$ cat src/flash_ctrl_defines.svh
// constants for the flash self-programming control block
`ifndef FLASH_CTRL_DEFINES_SVH
`define FLASH_CTRL_DEFINES_SVH

// ------------------------------------------------------------
// register byte offsets on the bus
// ------------------------------------------------------------
`define FSP_OFF_CTL 5'h00
`define FSP_OFF_ADR_HI 5'h04
`define FSP_OFF_ADR_LO 5'h08
`define FSP_OFF_KEY 5'h0c

// ------------------------------------------------------------
// control register fields, operation codes, unlock keys and program alignment mask
// ------------------------------------------------------------
`define FSP_CTL_START 15
`define FSP_CTL_EN 14
`define FSP_CTL_ERR 13
`define FSP_CTL_SIDL 12
`define FSP_CTL_OP_HI 3
`define FSP_OP_ERASE 4'h3
`define FSP_OP_PROG 4'h1
`define FSP_KEY_FIRST 8'h55
`define FSP_KEY_SECOND 8'haa
`define FSP_PROG_ALIGN 24'hfffffc

// ------------------------------------------------------------
// bus answers
// ------------------------------------------------------------
`define FSP_RESP_OKAY 2'h0
`define FSP_RESP_SLVERR 2'h2

// ------------------------------------------------------------
// regulator wake delay
// ------------------------------------------------------------
`define FSP_CLK_PERIOD_NS 100
`define FSP_WAKE_DELAY_NS 20000
`define FSP_WAKE_CYCLES ((`FSP_WAKE_DELAY_NS + `FSP_CLK_PERIOD_NS - 1) / `FSP_CLK_PERIOD_NS)

`endif

$ cat src/flash_ctrl_pkg.sv
// types of the flash self-programming control block
`default_nettype none
`include "flash_ctrl_defines.svh"
package flash_ctrl_pkg;

  typedef enum logic {SEQ_IDLE = 1'b0, SEQ_RUN = 1'b1} seq_e;
  typedef enum logic [1:0] {KEY_LOCKED = 2'b00, KEY_HALF = 2'b01, KEY_OPEN = 2'b10} key_e;
  typedef enum logic [2:0] {REG_CTL = 3'b000, REG_HI = 3'b001, REG_LO = 3'b010, REG_KEY = 3'b011,
                            REG_NONE = 3'b100} reg_e;

  typedef struct packed {
    seq_e seq;
    key_e key;
    logic ctl_start;
    logic ctl_en;
    logic ctl_err;
    logic ctl_sidl;
    logic [3:0] ctl_op;
    logic [7:0] adr_hi;
    logic [15:0] adr_lo;
    logic aw_got;
    logic w_got;
    logic [4:0] aw_addr;
    logic [15:0] w_data;
    logic [1:0] w_strb;
    logic awready;
    logic wready;
    logic bvalid;
    logic [1:0] bresp;
    logic arready;
    logic rvalid;
    logic [31:0] rdata;
    logic [1:0] rresp;
    logic flash_start;
    logic flash_erase;
    logic [23:0] flash_addr;
    logic cpu_stall;
    logic pwr_grant;
    logic reg_standby;
    logic flash_ready;
    logic [7:0] wake_cnt;
  } state_s;

endpackage
`default_nettype wire

$ cat src/flash_self_program_control.sv
// flash self-programming control: registers, unlock, launch, regulator
`timescale 1ns/1ps
`default_nettype none
`include "flash_ctrl_defines.svh"

module flash_self_program_control
  import flash_ctrl_pkg::*;
(
  // clock, enable, resets
  input wire logic CLK_SYS,
  input wire logic CE,
  input wire logic RST,
  input wire logic SYS_RST,
  // axi4-lite write address
  input wire logic S_AXI_AWVALID,
  output logic S_AXI_AWREADY,
  input wire logic [4:0] S_AXI_AWADDR,
  // axi4-lite write data
  input wire logic S_AXI_WVALID,
  output logic S_AXI_WREADY,
  input wire logic [31:0] S_AXI_WDATA,
  input wire logic [3:0] S_AXI_WSTRB,
  // axi4-lite write response
  output logic S_AXI_BVALID,
  input wire logic S_AXI_BREADY,
  output logic [1:0] S_AXI_BRESP,
  // axi4-lite read address
  input wire logic S_AXI_ARVALID,
  output logic S_AXI_ARREADY,
  input wire logic [4:0] S_AXI_ARADDR,
  // axi4-lite read data
  output logic S_AXI_RVALID,
  input wire logic S_AXI_RREADY,
  output logic [31:0] S_AXI_RDATA,
  output logic [1:0] S_AXI_RRESP,
  // flash array
  output logic FLASH_START,
  output logic FLASH_ERASE,
  output logic [23:0] FLASH_ADDR,
  input wire logic FLASH_DONE,
  // cpu and power control
  output logic CPU_STALL,
  input wire logic POWER_SAVE_REQ,
  output logic POWER_SAVE_GRANT,
  input wire logic IDLE_MODE,
  output logic REG_STANDBY,
  output logic FLASH_READY
);

  // ------------------------------------------------------------
  // decoding helpers
  // ------------------------------------------------------------
  function automatic reg_e reg_sel(input logic [4:0] addr);
    reg_e r;
    r = REG_NONE;
    unique case ({addr[4:2], 2'b00})
      `FSP_OFF_CTL: r = REG_CTL;
      `FSP_OFF_ADR_HI: r = REG_HI;
      `FSP_OFF_ADR_LO: r = REG_LO;
      `FSP_OFF_KEY: r = REG_KEY;
      default: r = REG_NONE;
    endcase
    return r;
  endfunction

  function automatic logic op_valid(input logic [3:0] op);
    return (op == `FSP_OP_ERASE) || (op == `FSP_OP_PROG);
  endfunction

  state_s q;
  state_s d;
  reg_e wsel;
  reg_e rsel;
  logic do_wr;
  logic do_rd;
  logic start_try;
  logic launch_ok;
  logic [3:0] new_op;
  logic [23:0] tgt_addr;

  // ------------------------------------------------------------
  // next state
  // ------------------------------------------------------------
  always_comb
  begin
    d = q;
    wsel = reg_sel(q.aw_addr);
    rsel = reg_sel(S_AXI_ARADDR);
    do_wr = q.aw_got && q.w_got && !q.bvalid;
    do_rd = S_AXI_ARVALID && q.arready;
    new_op = q.w_strb[0] ? q.w_data[`FSP_CTL_OP_HI:0] : q.ctl_op;
    tgt_addr = {q.adr_hi, q.adr_lo};
    start_try = do_wr && (wsel == REG_CTL) && q.w_strb[1] && q.w_data[`FSP_CTL_START];
    launch_ok = start_try && !q.ctl_start && (q.key == KEY_OPEN)
                && q.w_data[`FSP_CTL_EN] && op_valid(new_op);
    d.flash_start = 1'b0;
    d.pwr_grant = 1'b0;

    // write address and data are taken independently
    if (S_AXI_AWVALID && q.awready)
    begin
      d.aw_got = 1'b1;
      d.aw_addr = S_AXI_AWADDR;
      d.awready = 1'b0;
    end
    if (S_AXI_WVALID && q.wready)
    begin
      d.w_got = 1'b1;
      d.w_data = S_AXI_WDATA[15:0];
      d.w_strb = S_AXI_WSTRB[1:0];
      d.wready = 1'b0;
    end

    // register write
    if (do_wr)
    begin
      d.aw_got = 1'b0;
      d.w_got = 1'b0;
      d.bvalid = 1'b1;
      d.bresp = (wsel == REG_NONE) ? `FSP_RESP_SLVERR : `FSP_RESP_OKAY;
      d.key = KEY_LOCKED;
      unique case (wsel)
        REG_CTL:
        begin
          if (q.w_strb[1])
          begin
            d.ctl_en = q.w_data[`FSP_CTL_EN];
            d.ctl_err = q.w_data[`FSP_CTL_ERR];
            d.ctl_sidl = q.w_data[`FSP_CTL_SIDL];
          end
          if (q.w_strb[0])
          begin
            d.ctl_op = q.w_data[`FSP_CTL_OP_HI:0];
          end
          // a zero written to start is simply dropped
          if (start_try)
          begin
            d.ctl_err = 1'b1;
          end
          if (launch_ok)
          begin
            d.ctl_start = 1'b1;
            d.seq = SEQ_RUN;
            d.flash_start = 1'b1;
            d.flash_erase = (new_op == `FSP_OP_ERASE);
            d.flash_addr = (new_op == `FSP_OP_ERASE) ? tgt_addr : (tgt_addr & `FSP_PROG_ALIGN);
            d.cpu_stall = 1'b1;
          end
        end
        REG_HI:
        begin
          if (q.w_strb[0])
          begin
            d.adr_hi = q.w_data[7:0];
          end
        end
        REG_LO:
        begin
          if (q.w_strb[0])
          begin
            d.adr_lo[7:0] = q.w_data[7:0];
          end
          if (q.w_strb[1])
          begin
            d.adr_lo[15:8] = q.w_data[15:8];
          end
        end
        REG_KEY:
        begin
          if (q.w_strb[0] && (q.w_data[7:0] == `FSP_KEY_FIRST))
          begin
            d.key = KEY_HALF;
          end
          else if (q.w_strb[0] && (q.w_data[7:0] == `FSP_KEY_SECOND) && (q.key == KEY_HALF))
          begin
            d.key = KEY_OPEN;
          end
        end
        REG_NONE:
        begin
          d.key = KEY_LOCKED;
        end
      endcase
    end
    if (q.bvalid && S_AXI_BREADY)
    begin
      d.bvalid = 1'b0;
      d.awready = 1'b1;
      d.wready = 1'b1;
    end

    // register read; a read between key writes also relocks
    if (do_rd)
    begin
      d.arready = 1'b0;
      d.rvalid = 1'b1;
      d.rresp = (rsel == REG_NONE) ? `FSP_RESP_SLVERR : `FSP_RESP_OKAY;
      d.key = KEY_LOCKED;
      unique case (rsel)
        REG_CTL: d.rdata = {16'h0000, q.ctl_start, q.ctl_en, q.ctl_err, q.ctl_sidl, 8'h00, q.ctl_op};
        REG_HI: d.rdata = {24'h000000, q.adr_hi};
        REG_LO: d.rdata = {16'h0000, q.adr_lo};
        REG_KEY: d.rdata = 32'h00000000;
        REG_NONE: d.rdata = 32'h00000000;
      endcase
    end
    if (q.rvalid && S_AXI_RREADY)
    begin
      d.rvalid = 1'b0;
      d.arready = 1'b1;
    end

    // self-timed operation ends when the array reports done
    if ((q.seq == SEQ_RUN) && FLASH_DONE)
    begin
      d.seq = SEQ_IDLE;
      d.ctl_start = 1'b0;
      // a start attempt in the same cycle keeps the flag set
      if (!start_try)
      begin
        d.ctl_err = 1'b0;
      end
      d.cpu_stall = 1'b0;
    end

    // power save is refused while the array is busy
    d.pwr_grant = POWER_SAVE_REQ && (q.seq == SEQ_IDLE) && !q.ctl_start;

    // regulator standby in idle and wake-up delay
    if (IDLE_MODE && q.ctl_sidl)
    begin
      d.reg_standby = 1'b1;
      d.flash_ready = 1'b0;
      d.wake_cnt = 8'h00;
    end
    else if (q.reg_standby)
    begin
      d.reg_standby = 1'b0;
      d.wake_cnt = 8'(`FSP_WAKE_CYCLES);
    end
    else if (q.wake_cnt != 8'h00)
    begin
      d.wake_cnt = q.wake_cnt - 8'h01;
      d.flash_ready = (q.wake_cnt == 8'h01);
    end

    // a system reset drops only the unlock progress
    if (SYS_RST)
    begin
      d.key = KEY_LOCKED;
    end
  end

  // ------------------------------------------------------------
  // state register
  // ------------------------------------------------------------
  // RST is the power-on reset; control bits see no other reset
  always_ff @(posedge CLK_SYS or posedge RST)
  begin
    if (RST)
    begin
      q <= '0;
      q.awready <= 1'b1;
      q.wready <= 1'b1;
      q.arready <= 1'b1;
      q.flash_ready <= 1'b1;
    end
    else if (CE)
    begin
      q <= d;
    end
  end

  // ------------------------------------------------------------
  // outputs
  // ------------------------------------------------------------
  assign S_AXI_AWREADY = q.awready;
  assign S_AXI_WREADY = q.wready;
  assign S_AXI_BVALID = q.bvalid;
  assign S_AXI_BRESP = q.bresp;
  assign S_AXI_ARREADY = q.arready;
  assign S_AXI_RVALID = q.rvalid;
  assign S_AXI_RDATA = q.rdata;
  assign S_AXI_RRESP = q.rresp;
  assign FLASH_START = q.flash_start;
  assign FLASH_ERASE = q.flash_erase;
  assign FLASH_ADDR = q.flash_addr;
  assign CPU_STALL = q.cpu_stall;
  assign POWER_SAVE_GRANT = q.pwr_grant;
  assign REG_STANDBY = q.reg_standby;
  assign FLASH_READY = q.flash_ready;

  // ------------------------------------------------------------
  // checks
  // ------------------------------------------------------------
  start_clear_a: assert property (@(posedge CLK_SYS) disable iff (RST)
    CE && (q.seq == SEQ_RUN) && FLASH_DONE |=> !q.ctl_start && !CPU_STALL)
    else $error("start bit not cleared at completion");

  start_hold_a: assert property (@(posedge CLK_SYS) disable iff (RST)
    q.ctl_start && !(CE && FLASH_DONE) |=> q.ctl_start)
    else $error("start bit cleared without completion");

  enable_gate_a: assert property (@(posedge CLK_SYS) disable iff (RST)
    FLASH_START |-> q.ctl_en && q.ctl_start)
    else $error("operation launched while disabled");

  key_gate_a: assert property (@(posedge CLK_SYS) disable iff (RST)
    FLASH_START |-> $past(q.key == KEY_OPEN))
    else $error("operation launched without unlock");

  error_flag_a: assert property (@(posedge CLK_SYS) disable iff (RST)
    CE && start_try |=> q.ctl_err)
    else $error("start attempt did not flag error");

  op_decode_a: assert property (@(posedge CLK_SYS) disable iff (RST)
    FLASH_START |-> op_valid(q.ctl_op) && (FLASH_ERASE == (q.ctl_op == `FSP_OP_ERASE)))
    else $error("reserved operation launched");

  prog_align_a: assert property (@(posedge CLK_SYS) disable iff (RST)
    FLASH_START && !FLASH_ERASE |-> (FLASH_ADDR[1:0] == 2'b00))
    else $error("program address misaligned");

  pwrsave_ignore_a: assert property (@(posedge CLK_SYS) disable iff (RST)
    CE && (q.seq == SEQ_RUN) |=> !POWER_SAVE_GRANT)
    else $error("power save granted during operation");

  standby_idle_a: assert property (@(posedge CLK_SYS) disable iff (RST)
    CE && IDLE_MODE && q.ctl_sidl |=> REG_STANDBY && !FLASH_READY)
    else $error("regulator not in standby during idle");

  wake_delay_a: assert property (@(posedge CLK_SYS) disable iff (RST)
    CE && REG_STANDBY && !IDLE_MODE |=> !FLASH_READY [*2])
    else $error("flash ready before wake delay");

  stall_run_a: assert property (@(posedge CLK_SYS) disable iff (RST)
    (q.seq == SEQ_RUN) |-> CPU_STALL)
    else $error("cpu not stalled during operation");

  access_relock_a: assert property (@(posedge CLK_SYS) disable iff (RST)
    CE && (do_rd || (do_wr && (wsel != REG_KEY))) |=> (q.key == KEY_LOCKED))
    else $error("unlock survived an intervening access");

  erase_page_a: assert property (@(posedge CLK_SYS) disable iff (RST)
    FLASH_START && FLASH_ERASE |-> (FLASH_ADDR == {q.adr_hi, q.adr_lo}))
    else $error("erase address differs from target registers");

endmodule
`default_nettype wire

$ cat config.mk
export PLATFORM = sky130hd
export DESIGN_NAME = flash_self_program_control
export DESIGN_NICKNAME = d
export VERILOG_FILES = /design/src/flash_ctrl_pkg.sv /design/src/flash_self_program_control.sv
export VERILOG_INCLUDE_DIRS = /design/src
export SDC_FILE = /design/constraint.sdc
export NUM_CORES = 1
export LEC_CHECK = 0
export BUFFER_PORTS_ARGS = -buffer_cell sky130_fd_sc_hd__buf_2
export CAP_MARGIN = 20
export CORE_MARGIN = 1
export CORE_UTILIZATION = 50
export CTS_BUF_LIST = sky130_fd_sc_hd__clkbuf_4 sky130_fd_sc_hd__clkbuf_8
export CTS_CLUSTER_DIAMETER = 60
export CTS_CLUSTER_SIZE = 8
export DETAILED_ROUTE_END_ITERATION = 12
export GPL_ROUTABILITY_DRIVEN = 0
export PLACE_DENSITY = 0.78
export SLEW_MARGIN = 5
export SYNTH_ARGS = -nofsm -noshare
export SYNTH_HDL_FRONTEND = slang
export SYNTH_SLANG_ARGS = --single-unit
$ cat constraint.sdc
create_clock -name CLK_SYS -period 3.1 [get_ports CLK_SYS]
set_input_delay 0.155 -clock CLK_SYS [delete_from_list [all_inputs] [get_ports CLK_SYS]]
set_output_delay 0.155 -clock CLK_SYS [all_outputs]
set_load 0.01 [all_outputs]
==> results.md, run 1 <==
* Status: finished, final reports clean
* Total leakage power at 3.214 nW
* Clock skew at 0.007506 ns
* Cell Pwr Density at between 700 and 800 nW/um2
* Detail Route Antenna Nets at 0
* Worst R2R Setup Slack at approximately 0.85 ns
* Synth Area in Compound Gates at a little over 9%
* Row count at 38
* Post-Synth Simple-Gate Area at between 8 and 9%
* Inserted Clock Buffers at 17
* TritonCTS clock tree: yes
* Worst EP arrival at roughly 2.6 ns
* Tmin final at 2.251 ns
* Initial Utilization at between 50% and 60%
* Register area share after synthesis at 53.36%
* Synth Cell Area at ~5600 um2
* Clk Latency, worst-skew pair at 0.43 ns
* Largest net degree at the start of global routing at 120
* Max H-tree Level at 4
* Initial antenna violation count at 0
* Setup TNS at 0 ns
* Startpoint types: flop
* Count of non-filler cells in the finished layout at 672
* Net total in the final layout at 582
* Die ar. at about 12000 um2
* RSZ-0062 raised after global routing: false
* Ant. Diodes at 0
* Fmax at ~0.44 GHz
* Top fanout value on the critical path at 16
* Die width at roughly 110 um
* DR iter-0 viols at ~150
* Top cells by area, synth: dfrtp_1 51%, mux2_2 12%, buf_4 8.1%
* Area grow syn2layout at 14.73%
* Vias in the first global route at 3523
* Xor/xnor share of the synthesized area at 0%
* Mean Syn Cell Area at 12.73 um2
* Sink Count at 119
* Die Y at 107.7 um
* Clock Tree Root: clkbuf_8
* Area of the core at 10890 um2
* Placed cell count at 618
* Final Hold Vio Count at 0
* Tcrit/Tclk final at 72.60%
* Hold Slack at between 0.03 and 0.04 ns
* Via count at 3601
* Post-synth EDFFs at 0
* Remaining DRCs at 0
* Clock buffer depth at 2
* Overflow after GRT at 0
* Largest area contributor in the synthesized netlist: dfrtp_1
* Yosys reg bits at 119
* Ys async rst share at 100.0%
* First-pass GRT wire length at ~18000 um
* Slew Limit Fails at 0
* Slew HR at 56.38%
* Multi-input combinational cell area at 2095 um2
* Total wire length at between 10000 and 15000 um
* Critical path type: reg2reg
* Max_cap viols at 0
* Dpl hpwl at 7613 um
* Register area at just under 3000 um2
* Worst hold path class: in2reg
* Multiplexer share of the synthesized area at 18.38%
* Drt via density at 5.359
* Slew at the pin with the worst max-slew slack at approximately 0.65 ns
* # fillers at 883
* Tot GR Track Use at approximately a fifth
* Combinational family with the most area after synthesis: multiplexers
* Final setup vio count at 0
* Share of cells above drive strength 1 at 40.04%
* Unique cell type count in the Yosys netlist at 55
* Synth Area in Adders at less than 1%
* Worst VDD drop at 0.3865 mV
* Top-area cell type share of the netlist area at 51.48%
* Clk slew on worst S/H paths at 0.07 ns
* Req. time, crit path at 3.42 ns
* PortBufs at 88
* Drt wl/cell at 16.46 um
* Pre-antenna DRT Iters at 4
* IO Count at between 100 and 150
* Worst setup EP type: flop
* Synth Instances at around 440
* Post-synth top flop: dfrtp_1
* YS warnings at 0
sequential cells by signal, summed over array words and instances, names as in the netlist:
signal            flops
S_AXI_WREADY          1
S_AXI_BVALID          1
FLASH_ERASE           1
REG_STANDBY           1
S_AXI_ARREADY         1
FLASH_START           1
CPU_STALL             1
q                    66
S_AXI_RRESP           1
POWER_SAVE_GRANT      1
S_AXI_AWREADY         1
S_AXI_BRESP           1
FLASH_ADDR           24
FLASH_READY           1
S_AXI_RDATA          16
S_AXI_RVALID          1
cell usage after synthesis (6+ instances only):
cell type and instances:
mux2_4 16, mux2_2 61, mux2i_1 10, a32o_1 8, a22o_1 14, buf_4 60, dfrtp_1 115, inv_1 10
o21ai_0 19, clkbuf_1 8, nand2_1 30, nor3_1 6
what timing repair did:
item / 4_1_cts / 5_1_grt
buffers inserted: 0 / 0
endpoints found under the hold margin: 141 / 0
hold buffers: 25 / 0
gates resized for setup: 0 / 0
cell families (layout without fill, tap and decap cells):
| logic type | Yosys count | count (layout) |
|---|---|---|
| DFF | 119 | 119 |
| muxes | 87 | 87 |
| buffers and inverters | 83 | 159 |
| and+or+nand+nor | 78 | 78 |
| AOI/OAI and AO/OA | 69 | 69 |
| adders and majority gates | 2 | 2 |
| other | 1 | 18 |
per-layer routing:
| layer | global-route usage, % | vias to the layer above | wire length (um) |
|---|---|---|---|
| li1 | - | 1673 | - |
| met1 | 26.32 | 1806 | 4953 |
| met2 | 33.65 | 108 | 5389 |
| met3 | 5.993 | 14 | 568 |
| met4 | 7.045 | 0 | 149 |
| met5 | 0 | - | 0 |
per-stage QoR:
step,power [mW],instance area [um2],utilization (%),worst slack (ns)
after global routing,4.801,6414,58.91,0.6784
final,4.541,6414,58.91,0.8492
after CTS,4.574,6414,58.91,0.8256
after detailed placement,3.241,5799,53.26,0.8359
after floorplan,2.951,5658,-,1.058
after global placement,3.154,5799,53.26,0.8630
final timing paths:
path	start	to	cells after the start
worst min register to register	S_AXI_RDATA[15]	S_AXI_RDATA[15]	2
worst min-delay path	S_AXI_ARADDR[4]	S_AXI_RRESP[1]	2
min in group asynchronous	RST	FLASH_ADDR[11]	4
worst max-delay path	q[101]	FLASH_ADDR[17]	5
max in group asynchronous	RST	FLASH_ADDR[19]	4
worst max register to register	q[101]	FLASH_ADDR[17]	5
cells in the final DEF (no fill, tap or decap), types with 10 or more instances in the layout:
master	synthesis	layout
a22o_1	14	14
mux2i_1	10	10
dlygate4sd3_1	0	25
dfrtp_1	115	115
mux2_4	16	16
conb_1	1	18
clkbuf_8	0	21
mux2_2	61	61
buf_2	0	88
nand2_1	30	30
o21ai_0	19	19
report_power, final:
part	internal (mW)	switching (mW)	total [mW]
Combinational	0.510	0.376	0.886
Sequential	1.94	0.417	2.36
Clock	0.737	0.562	1.30
critical path, stage by stage, from the launching register on:
cell and delay, ns:
dfrtp_1 0.44, or4b_1 0.56, nor3_2 0.22, and4_1 0.25
buf_4 0.29, mux2_2 0.38
layout make-up:
| type | count | area share (%) |
|---|---|---|
| flip-flops and latches | 119 | 46.51 |
| multi-input cells | 254 | 32.66 |
| repair buffers | 120 | 11.78 |
| clock buffers | 25 | 4.975 |
| well taps | 140 | 2.731 |
| clock inverters | 4 | 0.7023 |
| inverters | 10 | 0.6438 |
Note: power is estimated with default switching activity, not from simulation.
==> inputs of run 2 (changes only) <==
clock period = 2 ns   (was 3.1 ns; I/O delays follow)
==> run 2 against run 1 <==
The flow now finishes with violations (setup timing). First-iteration DRC count rose by 43%. Core utilization rose by 4.4 points. Clock skew hardly changed. Sequential cell count did not move. Sequential share of layout area shrank 3.2 points. Wire length rose by 3.6%. Largest cell class unchanged. Via count rose by 4.5%. Final area increased by 7.5%. Critical path type unchanged. Highest routed layer unchanged.
==> results.md, run 2 (synthesis results as in run 1) <==
* Total wire length at 11460 um (+3.6%)
* Req. time, crit path at 2.31 ns (-1.11 ns)
* Worst R2R Setup Slack at -0.03 ns (-0.88 ns)
* Crit-path cells: or4bb_1, o22ai_2, and4_4, buf_12, mux2_2
* Clk slew on worst S/H paths at 0.07 ns (about the same)
* Area grow syn2layout at 23.28%
* Flip-flop count of the largest register after layout at 66 (unchanged)
* Final setup vio count at 6 (+6)
* Worst setup EP type: flop
* Detail Route Antenna Nets at 0 (unchanged)
* Drt via density at 5.324 (-0.65%)
* Tmin final at 2.030 ns (-0.2211 ns)
* PortBufs at 88 (unchanged)
* Tcrit/Tclk final at 101.5% (+29 points)
* Final worst slack at -0.02963 ns (-0.8789 ns)
* Max_cap viols at 0 (unchanged)
* Dpl hpwl at 7889 um (+3.6%)
* Wire length on met3 at 546 um (-3.9%)
* Die width at 107.7 um (unchanged)
* Commonest non-fill, non-tap cell in the layout: dfrtp_1
* First-pass GRT wire length at 18930 um (+5.8%)
* Overflow after GRT at 0 (unchanged)
* Row count at 38 (unchanged)
* Final Hold Vio Count at 0 (unchanged)
* Clk Latency, worst-skew pair at 0.43 ns (about the same)
* Failing checks: setup timing
* RSZ-0062 raised after global routing: true
* Initial antenna violation count at 0 (unchanged)
* Max incr delay on CP at 0.52 ns (-0.04 ns)
* Via count at 3764 (+4.5%)
* Critical path buffers and inverters at 1 (unchanged)
* Drt wl/cell at 16.21 um (-1.5%)
* Status: finished, violations left
* Pre-antenna DRT Iters at 4 (unchanged)
* Die ar. at 11610 um2 (unchanged)
* Total leakage power at 3.445 nW (+7.2%)
* Slew Limit Fails at 0 (unchanged)
* Worst VDD drop at 0.4758 mV (+23%)
* DR WL met2 at 5676 um (+5.3%)
* IO Count at 129 (unchanged)
* Biggest register: q
* Critical path type: reg2reg
* Worst hold path class: in2reg
* TritonCTS clock tree: yes
* DP Area at 6015 um2 (+3.7%)
* DR top layer: met4
* Ant. Diodes at 0 (unchanged)
* Die Y at 107.7 um (unchanged)
* Tot GR Track Use at 21.76% (+1.1 points)
* DR iter-0 viols at 211 (+43%)
* Slew HR at 55.08% (-1.3 points)
* Slew at the pin with the worst max-slew slack at 0.6676 ns (+0.01922 ns)
* Top fanout value on the critical path at 10 (-6)
* Area of the core at 10890 um2 (unchanged)
* Net total in the final layout at 614 (+5.5%)
* Fmax at 0.4927 GHz (+11%)
* Crit path max-delay family: simple AND/OR/NAND/NOR gates
* M1 WL at 5075 um (+2.5%)
* Final instance area at 6892 um2 (+7.5%)
* Sink Count at 119 (unchanged)
* Pre-CTS setup slack at -0.1198 ns (-0.9557 ns)
* Max H-tree Level at 4 (unchanged)
* Clock skew at 0.007682 ns (+0.0001760 ns)
* Clock Tree Root: clkbuf_8
* # fillers at 833 (-5.7%)
* Inserted Clock Buffers at 17 (unchanged)
* Slowest cell on crit path: or4bb_1
* Largest net degree at the start of global routing at 57 (-53%)
* Most frequent cells in the layout: 115 x dfrtp_1, 88 x buf_2, 59 x mux2_2
* Cell Pwr Density at 1124 nW/um2 (+59%)
* Worst EP arrival at 2.34 ns (-0.23 ns)
* Vias in the first global route at 3739 (+6.1%)
* Initial Utilization at 51.34% (unchanged)
* Share of cells above drive strength 1 at 43.39% (+3.3 points)
* Clock buffer depth at 2 (unchanged)
* Remaining DRCs at 0 (unchanged)
* Startpoint types: flop
## run 2: cell count changes in the layout (fill, tap and decap cells not counted), moves of 2 or more
cell           change
buf_12             +4
clkbuf_8           +5
mux2_2             -2
buf_6              +2
dlygate4sd3_1      +6
mux2_4             +2
bufinv_16          +2
buf_4             +19
clkbuf_4           -4
## run 2: cell type report
cell class / instances / area [um2] / area share, %
clock buffers: 26 / 357.8 / 5.192
clock inverters: 6 / 107.6 / 1.561
inverters: 10 / 41.29 / 0.5991
multi-input cells: 254 / 2138 / 31.03
flip-flops and latches: 119 / 2983 / 43.28
well taps: 140 / 175.2 / 2.542
repair buffers: 152 / 1089 / 15.80
## run 2: power breakdown
| group | internal, mW | switching, mW |
|---|---|---|
| Clock | 1.53 | 0.907 |
| Sequential | 3.01 | 0.522 |
| Combinational | 0.977 | 0.802 |
## run 2: final timing paths
path                       cells past startpoint      startpoint              to
max                                            5          q[131]  FLASH_ADDR[16]
max in group asynchronous                      4             RST   FLASH_ADDR[2]
min in group asynchronous                      3             RST           q[92]
max reg2reg                                    5          q[131]  FLASH_ADDR[16]
min reg2reg                                    1  S_AXI_RDATA[9]  S_AXI_RDATA[9]
min                                            3      FLASH_DONE          q[135]
## run 2: tightest hold or removal path: stages
cell     delay, ns
buf_2         0.10
and2_1        0.15
a21oi_1       0.07
## run 2: layer usage
layer | track usage, % | vias to the layer above
met5 | 0 | -
met4 | 8.708 | 0
met3 | 5.145 | 12
met2 | 35.35 | 127
met1 | 28.04 | 1879
li1 | - | 1746
## run 2: repair_timing
item / 4_1_cts / 5_1_grt
pin swaps: 1 / 1
buffers inserted: 2 / 1
setup endpoints to repair: 25 / 26
hold endpoints to repair: 50 / 0
resized for setup: 9 / 3
gates cloned: 1 / 0
hold buffers: 31 / 0
## run 2: per-stage QoR
step / utilization, % / hold slack, ns / TNS, ns / power, mW / instances
after floorplan: - / 0.2076 / -0.6083 / 4.575 / 456
after global placement: 55.24 / 0.1688 / -0.9897 / 5.102 / 640
after detailed placement: 55.24 / 0.1784 / -2.217 / 5.218 / 640
after CTS: 63.07 / 0.01891 / -0.3297 / 7.758 / 706
after global routing: 63.30 / 0.06474 / -1.498 / 8.178 / 707
final: 63.30 / 0.03862 / -0.1300 / 7.746 / 707
==> inputs of run 3 (changes only) <==
CAP_MARGIN = 25   (was 20)
REMOVE_ABC_BUFFERS = 1   (was not set)
==> run 3 against run 2 <==
The flow now finishes without violations. Fmax grew 1.7%. Final area shrank 3.0%. Via count is 0.27% higher. Largest cell class unchanged. Worst hold slack improved by 0.0068 ns.
==> results.md, run 3 (synthesis results as in run 1) <==
* Status: finished, final reports clean
* IO Count at 129 (unchanged)
* Crit path max-delay family: simple AND/OR/NAND/NOR gates
* Row count at 38 (unchanged)
* Clock skew at 0.009885 ns (+0.002203 ns)
* Slowest cell on crit path: or4b_4
* Tot Pwr at 7.161 mW (-7.6%)
* DR WL met2 at 5592 um (-1.5%)
* Startpoint types: flop
* Reg2Reg Capture Point: FLASH_ADDR[16]
* Hold path endpoint: q[137]
* First-pass GRT wire length at 18420 um (-2.7%)
* Initial antenna violation count at 0 (unchanged)
* RSZ-0062 raised after global routing: true
* Remaining DRCs at 0 (unchanged)
* Detail Route Antenna Nets at 0 (unchanged)
* Hold Path Depth at 4 (+1)
* TritonCTS clock tree: yes
* Total wire length at 11600 um (+1.2%)
* Pre-antenna DRT Iters at 5 (+1)
* Clock Tree Root: clkbuf_8
* Via count at 3774 (+0.27%)
* Worst setup EP type: flop
* Drt wl/cell at 16.55 um (+2.1%)
* Register area at 2983 um2 (unchanged)
* Ant. Diodes at 0 (unchanged)
* Switching share of total power at 31.38% (+2.6 points)
* Clk slew on worst S/H paths at 0.07 ns (about the same)
* Fin util at 61.41% (-1.9 points)
* Tmin final at 1.996 ns (-0.03345 ns)
* M1 WL at 5316 um (+4.7%)
* Worst VDD drop at 0.5760 mV (+21%)
* Slew at the pin with the worst max-slew slack at 0.6382 ns (-0.02939 ns)
* Cell Pwr Density at 1071 nW/um2 (-4.7%)
* Max incr delay on CP at 0.55 ns (+0.03 ns)
* Die Y at 107.7 um (unchanged)
* Biggest register: q
* Most frequent cells in the layout: 115 x dfrtp_1, 88 x buf_2, 56 x mux2_2
* Critical path type: reg2reg
* Worst r2r src: q[101]
* Final setup vio count at 0 (-6)
* Clk Latency, worst-skew pair at 0.42 ns (about the same)
* Largest net degree at the start of global routing at 50 (-12%)
* HP Start: SYS_RST
* Flip-flop count of the largest register after layout at 66 (unchanged)
* Total leakage power at 3.352 nW (-2.7%)
* Area grow syn2layout at 19.61%
* Vias in the first global route at 3658 (-2.2%)
* Die width at 107.7 um (unchanged)
* DR top layer: met4
* Share of cells above drive strength 1 at 42.96% (-0.43 points)
* Inserted Clock Buffers at 17 (unchanged)
* Int Pwr at 4.914 mW (-11%)
* Req. time, crit path at 2.30 ns (about the same)
* Top fanout value on the critical path at 9 (-1)
* # fillers at 821 (-1.4%)
* Slew HR at 57.06% (+2.0 points)
* Initial Utilization at 51.34% (unchanged)
* Fmax at 0.5010 GHz (+1.7%)
* Worst R2R Setup Slack at 0.004 ns (+0.03 ns)
* Tot GR Track Use at 21.30% (-0.45 points)
* Die ar. at 11610 um2 (unchanged)
* Slew Limit Fails at 0 (unchanged)
* Clock buffer depth at 2 (unchanged)
* Overflow after GRT at 0 (unchanged)
* PortBufs at 88 (unchanged)
* Dpl hpwl at 7863 um (-0.32%)
* Max_cap viols at 0 (unchanged)
* Crit-path cells: or4b_4, nor3_4, and4_4, buf_8, mux2_2
* Final Hold Vio Count at 0 (unchanged)
* Worst EP arrival at 2.30 ns (-0.04 ns)
* Comb power frac at 23.3% (+0.3 points)
* Area of the core at 10890 um2 (unchanged)
* Critical path buffers and inverters at 1 (unchanged)
* Total net switching power at 2.247 mW (+0.75%)
* Flop pwr share at 49.7% (+4.1 points)
* Commonest non-fill, non-tap cell in the layout: dfrtp_1
* Clock power frac at 27.0% (-4.5 points)
* Sink Count at 119 (unchanged)
* Multi-input combinational cell area at 2140 um2 (about the same)
* Worst r2r path cells at 5 (unchanged)
* Max H-tree Level at 4 (unchanged)
* Drt via density at 5.384 (+1.1%)
* Worst hold path class: in2reg
* Tcrit/Tclk final at 99.81% (-1.7 points)
* Net total in the final layout at 609 (-0.81%)
* Wire length on met3 at 585 um (+7.1%)
* DR iter-0 viols at 167 (-21%)
## run 3: cell types whose count changed in the layout (fill, tap and decap cells not counted), sizes merged
cell and change:
buf -4, bufinv -2, clkbuf -8, clkinv +6, clkinvlp +1, dlygate4sd3 -1, inv +2
## run 3: timing repair
item / in CTS / in global routing
buffers inserted: 2 / 0
hold buffers: 30 / 0
pin swaps: 0 / 1
gates resized for setup: 10 / 8
endpoints found under the setup margin: 24 / 24
hold endpoints to repair: 72 / 0
## run 3: cell type report
type,instances,area share (%)
sequential,119,44.61
multi-input combinational,254,32.00
timing repair buffer,147,14.93
clock buffer,18,3.612
tap,140,2.620
clock inverter,13,1.628
inverter,10,0.5988
## run 3: worst max path at each step
| stage | start | endpoint | slack (ns) | depth (start not counted) |
|---|---|---|---|---|
| 2_1_floorplan | RST | CPU_STALL | -1.25 | 1 |
| 3_3_place_gp | q[101] | FLASH_ADDR[20] | -0.02 | 5 |
| 3_5_place_dp | q[131] | FLASH_ADDR[20] | -0.07 | 5 |
| 4_1_cts | q[131] | FLASH_ADDR[16] | 0.006 | 5 |
| 5_1_grt | q[101] | FLASH_ADDR[18] | -0.05 | 5 |
| 6_report | q[101] | FLASH_ADDR[16] | 0.004 | 5 |
## run 3: per-stage QoR
step	area, um2	hold slack, ns	setup WS [ns]	TNS [ns]	instances
detailed placement	5948	0.2203	-0.06965	-0.8269	638
CTS	6653	0.02568	0.005618	0	701
finish	6686	0.04542	0.003824	0	701
floorplan	5115	0.1867	-1.251	-161.82	383
global placement	5948	0.2074	-0.01590	-0.07358	638
global route	6686	0.05335	-0.04555	-0.4969	701
## run 3: tightest hold or removal path, cell delays in order
cell       delay (ns)
buf_2            0.07
a21oi_1          0.05
nand3_1          0.12
o2bb2ai_1        0.08
## run 3: power groups by stage
stage          Sequential, mW  Clock, mW  Combinational, mW
4_1_cts                  3.54       1.97               1.66
2_1_floorplan            3.48          0               1.04
5_1_grt                  3.63       2.09               1.84
6_report                 3.56       1.93               1.67
3_5_place_dp             3.57          0               1.58
3_3_place_gp             3.52          0               1.51
## run 3: routing by layer
metal  vias up  track usage [%]
met5         -                0
met4         0            7.339
met3        10            6.416
met2       128            33.29
met1      1905            28.19
li1       1731                -
